==> src/pkg/servo_io_pkg.sv <==
package servo_io_pkg;

    // ------------------------------------------------------------------
    // Control modes and configuration codes
    // ------------------------------------------------------------------
    localparam logic [1:0] MODE_POSITION = 2'h0;
    localparam logic [1:0] MODE_VELOCITY = 2'h1;
    localparam logic [1:0] MODE_TORQUE   = 2'h2;
    localparam logic [1:0] STOP_SEL_FS1  = 2'h0;
    localparam logic [1:0] STOP_SEL_FS2  = 2'h2;
    localparam logic [1:0] GAIN_NORMAL   = 2'h0;
    localparam logic [1:0] GAIN_ALT_A    = 2'h1;
    localparam logic [1:0] GAIN_ALT_B    = 2'h2;

    // ------------------------------------------------------------------
    // Widths, speed window and timing
    // ------------------------------------------------------------------
    localparam int POS_W = 32;
    localparam int SPD_W = 16;
    localparam int SYNC_W = 11;
    localparam logic [15:0] SPEED_MARGIN_RPM = 16'h0014;
    localparam logic [15:0] SPEED_RATIO_DIV  = 16'h0014;
    localparam int CLK_HZ = 10_000_000;
    localparam int FAULT_RELEASE_MS = 3000;
    localparam int FAULT_RELEASE_CYC = FAULT_RELEASE_MS * (CLK_HZ / 1000);

    typedef enum logic [3:0] {
        ST_OFF   = 4'b0001,
        ST_ON    = 4'b0010,
        ST_DECEL = 4'b0100,
        ST_TRIP  = 4'b1000
    } servo_state_t;

endpackage

==> src/hw/input_sync.sv <==
module input_sync
    import servo_io_pkg::*;
#(
    parameter int WIDTH = 1
) (
    // Clock and reset
    input  wire logic             clk,
    input  wire logic             rst_n,
    // Data
    input  wire logic [WIDTH-1:0] async_in,
    output logic      [WIDTH-1:0] sync_out
);

    logic [WIDTH-1:0] meta;

    // Two flops before any logic sees a pin.
    always_ff @(posedge clk or negedge rst_n) begin
        if (!rst_n) begin
            meta     <= '0;
            sync_out <= '0;
        end else begin
            meta     <= async_in;
            sync_out <= meta;
        end
    end

endmodule

==> src/hw/probe_capture.sv <==
module probe_capture
    import servo_io_pkg::*;
(
    // Clock and reset
    input  wire logic             clk,
    input  wire logic             rst_n,
    // Trigger and position
    input  wire logic             trigger,
    input  wire logic [POS_W-1:0] position,
    // Captured value
    output logic      [POS_W-1:0] held_pos,
    output logic                  held_valid
);

    logic trigger_q;

    always_ff @(posedge clk or negedge rst_n) begin
        if (!rst_n) begin
            trigger_q <= 1'b0;
        end else begin
            trigger_q <= trigger;
        end
    end

    // A rising trigger latches the position; it is held until the next one.
    always_ff @(posedge clk or negedge rst_n) begin
        if (!rst_n) begin
            held_pos   <= '0;
            held_valid <= 1'b0;
        end else if (trigger && !trigger_q) begin
            held_pos   <= position;
            held_valid <= 1'b1;
        end
    end

endmodule

==> src/hw/servo_io_device_logic.sv <==
module servo_io_device_logic
    import servo_io_pkg::*;
#(
    parameter int FAULT_RELEASE_CYCLES = FAULT_RELEASE_CYC
) (
    // Clock and reset
    input  wire logic                    clk,
    input  wire logic                    rst_n,
    // Input devices from the connector
    input  wire logic                    forced_stop_decel_in,
    input  wire logic                    forced_stop_brake_in,
    input  wire logic                    fwd_limit_in,
    input  wire logic                    rev_limit_in,
    input  wire logic                    proportional_only_in,
    input  wire logic                    gain_set_a_in,
    input  wire logic                    gain_set_b_in,
    input  wire logic                    proximity_dog_in,
    input  wire logic                    full_loop_select_in,
    input  wire logic                    probe_latch_a_in,
    input  wire logic                    probe_latch_b_in,
    input  wire logic                    probe_latch_c_in,
    // Configuration
    input  wire logic [1:0]              stop_select_cfg,
    input  wire logic                    forced_stop_disable_cfg,
    input  wire logic [POS_W-1:0]        in_position_range_cfg,
    input  wire logic                    proximity_polarity_cfg,
    input  wire logic                    loop_switch_enable_cfg,
    // Control core status
    input  wire logic                    servo_on_req,
    input  wire logic                    alarm,
    input  wire logic [1:0]              ctrl_mode,
    input  wire logic                    decel_done,
    input  wire logic signed [POS_W-1:0] droop,
    input  wire logic [POS_W-1:0]        position,
    input  wire logic signed [SPD_W-1:0] motor_speed,
    input  wire logic [SPD_W-1:0]        set_speed,
    // Commands to the control core
    output logic                         base_enable,
    output logic                         dynamic_brake,
    output logic                         decel_stop,
    output logic                         servo_lock,
    output logic                         fwd_allow,
    output logic                         rev_allow,
    output logic                         proportional_only,
    output logic [1:0]                   gain_select,
    output logic                         dog_detect,
    output logic                         full_loop,
    // Touch probe captures
    output logic [POS_W-1:0]             probe_pos_a,
    output logic [POS_W-1:0]             probe_pos_b,
    output logic [POS_W-1:0]             probe_pos_c,
    output logic [2:0]                   probe_valid,
    // Output devices
    output logic                         fault_n_out,
    output logic                         in_position_out,
    output logic                         ready_out,
    output logic                         speed_reached_out,
    output logic                         brake_interlock_out
);

    // ------------------------------------------------------------------
    // Reset release and input synchronisation
    // ------------------------------------------------------------------
    logic              rst_meta;
    logic              rst_sync_n;
    logic [SYNC_W-1:0] pins;

    always_ff @(posedge clk or negedge rst_n) begin
        if (!rst_n) begin
            rst_meta   <= 1'b0;
            rst_sync_n <= 1'b0;
        end else begin
            rst_meta   <= 1'b1;
            rst_sync_n <= rst_meta;
        end
    end

    input_sync #(
        .WIDTH (SYNC_W)
    ) u_sync (
        .clk      (clk),
        .rst_n    (rst_sync_n),
        .async_in ({forced_stop_decel_in, forced_stop_brake_in, fwd_limit_in,
                    rev_limit_in, proportional_only_in, gain_set_a_in,
                    gain_set_b_in, proximity_dog_in, full_loop_select_in,
                    probe_latch_b_in, probe_latch_c_in}),
        .sync_out (pins)
    );

    logic fs2;
    logic fs1;
    logic fwd_on;
    logic rev_on;
    logic prop_on;
    logic gain_a;
    logic gain_b;
    logic dog_on;
    logic loop_on;
    logic probe_b;
    logic probe_c;
    logic probe_a;

    assign {fs2, fs1, fwd_on, rev_on, prop_on, gain_a, gain_b,
            dog_on, loop_on, probe_b, probe_c} = pins;

    input_sync #(
        .WIDTH (1)
    ) u_sync_probe_a (
        .clk      (clk),
        .rst_n    (rst_sync_n),
        .async_in (probe_latch_a_in),
        .sync_out (probe_a)
    );

    // ------------------------------------------------------------------
    // Forced-stop decoding
    // ------------------------------------------------------------------
    function automatic logic [SPD_W-1:0] abs_speed(input logic signed [SPD_W-1:0] v);
        abs_speed = v[SPD_W-1] ? SPD_W'(-v) : SPD_W'(v);
    endfunction

    logic torque_mode;
    logic decel_style;
    logic hard_stop;
    logic soft_stop;

    assign torque_mode = (ctrl_mode == MODE_TORQUE);
    // Deceleration is only used with the second input selected, outside torque.
    assign decel_style = (stop_select_cfg == STOP_SEL_FS2) && !torque_mode;
    assign hard_stop = !forced_stop_disable_cfg && (
        ((stop_select_cfg == STOP_SEL_FS1) && !fs1) ||
        ((stop_select_cfg == STOP_SEL_FS2) && torque_mode && !fs2));
    assign soft_stop = !forced_stop_disable_cfg && decel_style && !fs2;

    // ------------------------------------------------------------------
    // Power-on fault release timer
    // ------------------------------------------------------------------
    logic [31:0] boot_count;
    logic        boot_done;

    always_ff @(posedge clk or negedge rst_sync_n) begin
        if (!rst_sync_n) begin
            boot_count <= '0;
            boot_done  <= 1'b0;
        end else if (!boot_done) begin
            boot_count <= boot_count + 32'h0000_0001;
            boot_done  <= (boot_count == 32'(FAULT_RELEASE_CYCLES - 1));
        end
    end

    // ------------------------------------------------------------------
    // Servo state machine
    // ------------------------------------------------------------------
    servo_state_t state;
    servo_state_t next_state;

    always_comb begin
        next_state = state;
        case (state)
            ST_OFF: begin
                if (servo_on_req && boot_done && !alarm && !hard_stop && !soft_stop) begin
                    next_state = ST_ON;
                end
            end
            ST_ON: begin
                if (!servo_on_req) begin
                    next_state = ST_OFF;
                end else if (hard_stop || (alarm && !decel_style)) begin
                    next_state = ST_TRIP;
                end else if (soft_stop || alarm) begin
                    next_state = ST_DECEL;
                end
            end
            ST_DECEL: begin
                if (hard_stop || decel_done) begin
                    next_state = ST_TRIP;
                end else if (!soft_stop && !alarm) begin
                    next_state = ST_ON;
                end
            end
            ST_TRIP: begin
                if (!servo_on_req) begin
                    next_state = ST_OFF;
                end else if (!hard_stop && !soft_stop && !alarm) begin
                    next_state = ST_ON;
                end
            end
            default: begin
                next_state = ST_OFF;
            end
        endcase
    end

    always_ff @(posedge clk or negedge rst_sync_n) begin
        if (!rst_sync_n) begin
            state <= ST_OFF;
        end else begin
            state <= next_state;
        end
    end

    // ------------------------------------------------------------------
    // Drive commands and servo outputs
    // ------------------------------------------------------------------
    always_ff @(posedge clk or negedge rst_sync_n) begin
        if (!rst_sync_n) begin
            base_enable         <= 1'b0;
            dynamic_brake       <= 1'b1;
            decel_stop          <= 1'b0;
            ready_out           <= 1'b0;
            brake_interlock_out <= 1'b0;
            fault_n_out         <= 1'b0;
        end else begin
            base_enable         <= (next_state == ST_ON) || (next_state == ST_DECEL);
            dynamic_brake       <= !((next_state == ST_ON) || (next_state == ST_DECEL));
            decel_stop          <= (next_state == ST_DECEL);
            ready_out           <= (next_state == ST_ON);
            brake_interlock_out <= (next_state == ST_ON) || (next_state == ST_DECEL);
            fault_n_out         <= boot_done && !alarm;
        end
    end

    // ------------------------------------------------------------------
    // Stroke limits, loop and gain selection
    // ------------------------------------------------------------------
    always_ff @(posedge clk or negedge rst_sync_n) begin
        if (!rst_sync_n) begin
            fwd_allow         <= 1'b0;
            rev_allow         <= 1'b0;
            servo_lock        <= 1'b0;
            proportional_only <= 1'b0;
            gain_select       <= GAIN_NORMAL;
            dog_detect        <= 1'b0;
            full_loop         <= 1'b0;
        end else begin
            fwd_allow         <= fwd_on;
            rev_allow         <= rev_on;
            servo_lock        <= (state == ST_ON) && !(fwd_on && rev_on);
            proportional_only <= prop_on;
            gain_select       <= gain_b ? GAIN_ALT_B : (gain_a ? GAIN_ALT_A : GAIN_NORMAL);
            dog_detect        <= proximity_polarity_cfg ? !dog_on : dog_on;
            full_loop         <= loop_switch_enable_cfg && loop_on;
        end
    end

    // ------------------------------------------------------------------
    // In-position and speed reached
    // ------------------------------------------------------------------
    logic [POS_W-1:0] droop_mag;
    logic [SPD_W-1:0] speed_err;
    logic [SPD_W-1:0] speed_win;
    logic signed [SPD_W:0] speed_diff;

    assign droop_mag  = droop[POS_W-1] ? POS_W'(-droop) : POS_W'(droop);
    assign speed_diff = (SPD_W+1)'(abs_speed(motor_speed)) - (SPD_W+1)'(set_speed);
    assign speed_err  = speed_diff[SPD_W] ? SPD_W'(-speed_diff) : speed_diff[SPD_W-1:0];
    assign speed_win  = (set_speed / SPEED_RATIO_DIV) + SPEED_MARGIN_RPM;

    always_ff @(posedge clk or negedge rst_sync_n) begin
        if (!rst_sync_n) begin
            in_position_out   <= 1'b0;
            speed_reached_out <= 1'b0;
        end else begin
            in_position_out <= (ctrl_mode == MODE_POSITION) &&
                               (droop_mag <= in_position_range_cfg);
            if (ctrl_mode != MODE_VELOCITY || state != ST_ON) begin
                speed_reached_out <= 1'b0;
            end else if (set_speed <= SPEED_MARGIN_RPM) begin
                speed_reached_out <= 1'b1;
            end else begin
                speed_reached_out <= (speed_err <= speed_win);
            end
        end
    end

    // ------------------------------------------------------------------
    // Touch probes
    // ------------------------------------------------------------------
    probe_capture u_probe_a (
        .clk        (clk),
        .rst_n      (rst_sync_n),
        .trigger    (probe_a),
        .position   (position),
        .held_pos   (probe_pos_a),
        .held_valid (probe_valid[0])
    );

    probe_capture u_probe_b (
        .clk        (clk),
        .rst_n      (rst_sync_n),
        .trigger    (probe_b),
        .position   (position),
        .held_pos   (probe_pos_b),
        .held_valid (probe_valid[1])
    );

    probe_capture u_probe_c (
        .clk        (clk),
        .rst_n      (rst_sync_n),
        .trigger    (probe_c),
        .position   (position),
        .held_pos   (probe_pos_c),
        .held_valid (probe_valid[2])
    );
endmodule

==> config.mk <==
export PLATFORM = sky130hd
export DESIGN_NAME = servo_io_device_logic
export DESIGN_NICKNAME = d
export VERILOG_FILES = /design/src/pkg/servo_io_pkg.sv /design/src/hw/input_sync.sv /design/src/hw/probe_capture.sv /design/src/hw/servo_io_device_logic.sv
export SDC_FILE = /design/constraint.sdc
export NUM_CORES = 1
export LEC_CHECK = 0
export BUFFER_PORTS_ARGS = -buffer_cell sky130_fd_sc_hd__buf_2
export CORE_ASPECT_RATIO = 0.8
export CORE_UTILIZATION = 50
export CTS_CLUSTER_DIAMETER = 120
export DETAILED_ROUTE_END_ITERATION = 10
export PLACE_DENSITY = 0.74
export SLEW_MARGIN = 10
export SYNTH_ARGS = -nofsm -noshare
export SYNTH_HDL_FRONTEND = slang
export SYNTH_SLANG_ARGS = --single-unit
export TNS_END_PERCENT = 5
==> constraint.sdc <==
create_clock -name clk -period 7.7 [get_ports clk]
set_clock_uncertainty 0.1 [all_clocks]
set_input_delay 1.155 -clock clk [delete_from_list [all_inputs] [get_ports clk]]
set_output_delay 1.155 -clock clk [all_outputs]
set_load 0.1 [all_outputs]
Yosys cells after proc, flatten, opt, wreduce, memory -nomap -nowiden

Cells that the tools add are included.

Register bits after elaboration: 180
Output and inout bits: 115
Word-level logic and storage cells: 116

Add/subtract/negate cells: 6
Divide/modulo/power cells: 1
Order comparisons: 3
Eq/ne operators: 11
Multiplexer cells: 18
Reduce and logical (&&, ||, !) cells: 45

Operator list:

| cell                                                                   | number |
|---|---|
| 32-bit by 1-bit adder with 32-bit output, second input constant        | 1 |
| 32-bit by 25-bit == test with 1-bit output, second input constant      | 1 |
| 32-bit <= comparator                                                   | 1 |
| 16-bit two-way mux                                                     | 2 |
| 32-bit two-way mux                                                     | 1 |
| 4-bit two-way mux                                                      | 8 |
| 16-bit negator                                                         | 2 |
| 32-bit negator                                                         | 1 |
| 1-bit logical AND                                                      | 23 |
| 16-bit by 16-bit subtractor with 17-bit output                         | 1 |
| 16-bit by 5-bit adder with 16-bit output, second input constant        | 1 |
| 16-bit by 5-bit divider with 16-bit output, second input constant      | 1 |
| 16-bit <= comparator                                                   | 1 |
| 16-bit by 5-bit <= comparator with 1-bit output, second input constant | 1 |
| 4-bit case mux with 4 select lines                                     | 1 |
| 1-bit logical NOT                                                      | 14 |
| 4-bit by 2-bit == test with 1-bit output, second input constant        | 2 |
| 4-bit by 3-bit == test with 1-bit output, second input constant        | 2 |
| 1-bit logical OR                                                       | 6 |
| 1-bit two-way mux                                                      | 5 |
| 2-bit == test, second input constant                                   | 2 |
| 4-bit by 1-bit == test with 1-bit output, second input constant        | 1 |
| 4-bit == test, second input constant                                   | 1 |
| 2-bit logical NOT                                                      | 2 |
| other kinds (3)                                                        | 3 |

Logic depth before layout (Yosys ltp)

Depth in word-level cells: 14
Gate-level depth with buffers: 33
Depth with buffers taken out: 32

By module

From an unflattened synthesis, not the netlist that was laid out.

Cells, all modules: 1143
Area, all modules: 12109.1 um2

Modules (own cells, without submodules):

| module                       | times used | cells each | area each (um2) | seq. area each (um2) |
|---|---|---|---|---|
| servo_io_device_logic        | 1          | 903        | 7274.5          | 1353.8 |
| probe_capture                | 3          | 72         | 1411.4          | 850.8 |
| input_sync at u_sync         | 1          | 22         | 550.5           | 550.5 |
| input_sync at u_sync_probe_a | 1          | 2          | 50.0            | 50.0 |

Worst setup path after synthesis

OpenSTA, ideal clock, no wires.

Path kind: input to register
Start: input port motor_speed[3]
End: register speed_reached_out
Setup time: 0.067 ns
Data arrival time: 6.084 ns
Path slack: 1.449 ns
Stages on the path: 29
Buffers on the path: 1
Path through: or3_1 -> nor3_1 -> nand2_1 -> o41ai_1 -> xnor2_1 -> ha_1 -> or3_1 -> or4_1 -> o21ai_0 -> a31oi_1 -> a21o_1 -> a21o_1 -> nand3_1 -> and2_1 -> clkbuf_1 -> nand2_1 -> xnor2_1 -> ha_1 -> o21a_1 -> o21a_1 -> o21a_1 -> o21ai_0 -> nand2b_1 -> a21oi_1 -> o21ai_0 -> a21oi_1 -> o2bb2ai_1 -> a31oi_1 -> o2111a_1

Cells in the longest elaborated chain, start to end: 8

Ends and longest elaborated chain:

| item                                             | line                         | source |
|---|---|---|
| start, declared                                  | servo_io_device_logic.sv:35  | `input wire logic signed [SPD_W-1:0] motor_speed,` |
| 16-bit negator                                   | servo_io_device_logic.sv:119 | `abs_speed = v[SPD_W-1] ? SPD_W'(-v) : SPD_W'(v);` |
| 16-bit two-way mux *                             | servo_io_device_logic.sv:119 |  |
| 16-bit by 16-bit subtractor with 17-bit output * | servo_io_device_logic.sv:255 | `assign speed_diff = (SPD_W+1)'(abs_speed(motor_speed)) - (SPD_W+1)'(set_speed);` |
| 16-bit negator                                   | servo_io_device_logic.sv:256 | `assign speed_err = speed_diff[SPD_W] ? SPD_W'(-speed_diff) : speed_diff[SPD_W-1:0];` |
| 16-bit two-way mux *                             | servo_io_device_logic.sv:256 |  |
| 16-bit <= comparator *                           | servo_io_device_logic.sv:271 | `speed_reached_out <= (speed_err <= speed_win);` |
| 1-bit two-way mux *                              | servo_io_device_logic.sv:268 | `end else if (set_speed <= SPEED_MARGIN_RPM) begin` |
| 1-bit two-way mux *                              | servo_io_device_logic.sv:266 | `if (ctrl_mode != MODE_VELOCITY \|\| state != ST_ON) begin` |
| end signal, assigned                             | servo_io_device_logic.sv:271 |  |
| end, declared                                    | servo_io_device_logic.sv:57  | `output logic speed_reached_out,` |

Mark *: on every way between the ends. The rest lies on a longest branch, timed or not.
A chain may end at the register's enable or synchronous reset.

Worst setup path in the final report

Ends and elaborated chain as after synthesis.

==> reports/qor.yml <==
wl_per_cell_um: 16.2
period_share_pct: 84.5
cts.sinks: 180
die_h_um: 136
final_net_count: 1588
min_period_ps: 6510
timing.fmax_mhz: 154
r2r_cells: 11
synth_cell_types: 81
cts_made_buffers: 17
p_per_area_nw_per_um2: 247
r2r_end: "boot_count[30]"
maxCapViolCount: 0
setup_tns_ps: 0
critPathMaxFanout: 6
core_area_um2: 21700
first_pass_iters: 5
power.leakage_nw: 6.18
clockBufferDepth: 2
synth_flop_cell: "dfrtp_1"
whs_ps: 241
cts_setup_buffers: 0
tightest_slew_ps: 990
pre_cts_slack_ps: 840
worstPathRequired_ps: 7950
max_slew_margin_pct: 34.0
path_class: "in -> reg"
min_to: "u_sync.sync_out[5]"
drt_iter0_drc: 826
gp_congestion: 0.899
wirelength_mm: 27.4
timing.rr.start: "boot_count[0]"
clk_pin_slew_ps: 70
synth_edf_count: 0
syn_to_final_growth_pct: 18.8
drc: 0
dpl-instance-area_um2: 12700
viasPerCell: 5.50
grt_max_degree: 82
grt_usage_pct: 23.9
hold_buffers: 0
syn_inst: 1123
hold_path_class: "reg -> reg"
die_w_um: 169
crit_arrival_ps: 6760
ys_seq_area_share_pct: 40.4
finalHoldViolCount: 0
fillers: 1868
syn_area_per_cell_um2: 9.94
start_util_pct: 51.3
dpl.hpwl_mm: 21.1
total_power_mw: 3.28
io_pins: 267
peakVddDrop_uv: 206
slew_violations: 0
ant_nets: 0
vias: 9268
cpPeakStageDelay_ps: 420
std_cell_rows: 48
ys_warn_count: 0
clockRootBuffer: "clkbuf_16"
r2r_slack_ps: 4780
final_area_um2: 13300
antenna_found_initial: 2
gr-total-overflow: 0
cts_resized: 0
syn-cell-area_um2: 11200
drive_above_1_share_pct: 30.2
end_kind: "flip-flop"
cp_slowest_cell: "or3_1"
cp-start-kind: "input pin"
ys_seq_elements: 180
rsz0062_at_grt: "no"
cpMostUsedCell: "o21a_1"
grt_pass1_vias: 8712
die-area_um2: 22900
setup_viol: 0
async_reset_ff_share_pct: 100
status: "completed"
ctsHtreeMaxLevel: 4
hp-start: "u_sync.meta[5]"
layout_setup_ws_ps: 1190
cts_tree: "done"
grt_pass1_wl_mm: 43.7
io_buffer_count: 266
clkLatencyLatePin_ps: 420
hold_path_depth: 0
==> critical path, delay by kind of cell <==
kind / cells / cell delay (ps)
adders and majority gates: 2 / 510
xor gates and xnor gates: 1 / 130
and+or+nand+nor: 9 / 2080
buffers and inverters: 1 / 120
AOI/OAI and AO/OA: 17 / 2740
==> through the flow <==
stage                     cells  utilization [%]
final                      1684             61.0
after global routing       1684             61.0
after CTS                  1682             61.0
after detailed placement   1650             58.3
after global placement     1650             58.3
after floorplan            1124                -
==> sequential cells by signal, summed over array words and instances (netlist names), 2 cells and up <==
name                count
u_probe_b.held_pos     32
state                   4
boot_count             32
u_probe_a.held_pos     32
gain_select             2
u_probe_c.held_pos     32
u_sync.sync_out        11
u_sync.meta            11
==> how the worst max path moves through the flow <==
stage,from,to,slack (ps),cells after the start
6_report,motor_speed[3],speed_reached_out,1190,30
3_5_place_dp,motor_speed[3],speed_reached_out,840,30
5_1_grt,motor_speed[3],speed_reached_out,590,30
4_1_cts,motor_speed[3],speed_reached_out,1280,30
2_1_floorplan,motor_speed[3],speed_reached_out,1450,29
3_3_place_gp,motor_speed[3],speed_reached_out,1020,30
==> synth_stat cells, types with 5 or more instances <==
library cell / number / share of area (%)
dfrtp_1: 178 / 40
mux2_2: 97 / 9.8
xnor2_1: 87 / 6.8
nor2_1: 75 / 2.5
nand2_1: 70 / 2.4
ha_1: 66 / 7.4
inv_1: 64 / 2.2
o21ai_0: 58 / 2.6
a21oi_1: 42 / 1.9
nand3_1: 30 / 1.3
nand2b_1: 28 / 1.6
clkbuf_1: 27 / 0.91
nor3_1: 25 / 1.1
nand4_1: 20 / 1.1
o31ai_1: 19 / 1.3
xor2_1: 18 / 1.4
nor2b_1: 15 / 0.84
o21a_1: 14 / 0.94
nor4_1: 13 / 0.73
a21o_1: 11 / 0.74
or3_1: 11 / 0.62
or4_1: 10 / 0.67
a31oi_1: 9 / 0.50
and3_1: 9 / 0.50
buf_4: 7 / 0.47
and4_1: 6 / 0.47
buf_2: 6 / 0.27
buf_6: 6 / 0.61
nor4bb_1: 6 / 0.54
a211oi_1: 5 / 0.34
nor3b_1: 5 / 0.34
o41ai_1: 5 / 0.39
==> power by group <==
| group | switching [mW] | internal [mW] | leakage, nW | total, mW |
|---|---|---|---|---|
| logic | 0.993 | 0.370 | 3.72 | 1.36 |
| registers | 0.0447 | 1.03 | 2.18 | 1.07 |
| clock network | 0.407 | 0.436 | 0.283 | 0.843 |
==> kinds of logic (layout without fill, tap and decap cells) <==
logic type	count (synthesis)	after routing	share of synthesized area, %
AO/OA/AOI/OAI	210	210	12.5
XOR/XNOR	106	106	8.38
adder cells (fa/ha/maj)	69	69	7.77
buffers and inverters	113	371	4.51
flip-flops	180	180	40.4
multiplexers	99	99	9.96
other	1	4	0.0336
AND/OR/NAND/NOR	345	345	16.4
==> layer usage <==
metal  global-route usage [%]  routed length [um]  vias up
met5                        0                   0        -
met4                     4.15                 176        0
met3                     5.02                1740       14
met2                     39.6               12800      273
met1                     32.8               12600     4469
li1                         -                   -     4512
==> cell type report <==
cell class	count	area, um2	share of cell area [%]
Multi-Input combinational cell	831	6160	46.5
Sequential cell	180	4510	34.0
Timing Repair Buffer	272	1380	10.4
Clock buffer	18	429	3.24
Tap cell	300	375	2.83
Inverter	67	251	1.90
Clock inverter	14	151	1.14
Antenna cell	2	5.00	0.0377
==> cell usage in the layout, fill, tap and decap left out, drive strengths merged, types with 6 or more instances in the layout <==
cell	netlist	final
buf	19	272
dfrtp	178	178
mux2	97	97
xnor2	88	88
nor2	75	75
inv	64	73
nand2	70	70
ha	66	66
o21ai	63	63
a21oi	42	42
nand3	30	30
nand2b	28	28
nor3	26	26
nand4	20	20
o31ai	19	19
xor2	18	18
clkbuf	27	18
nor2b	16	16
o21a	14	14
nor4	13	13
or3	11	11
a21o	11	11
or4	10	10
a31oi	9	9
and3	9	9
and4	7	7
clkinv	3	7
nor4bb	6	6
Power figures use the tool's default switching activity.
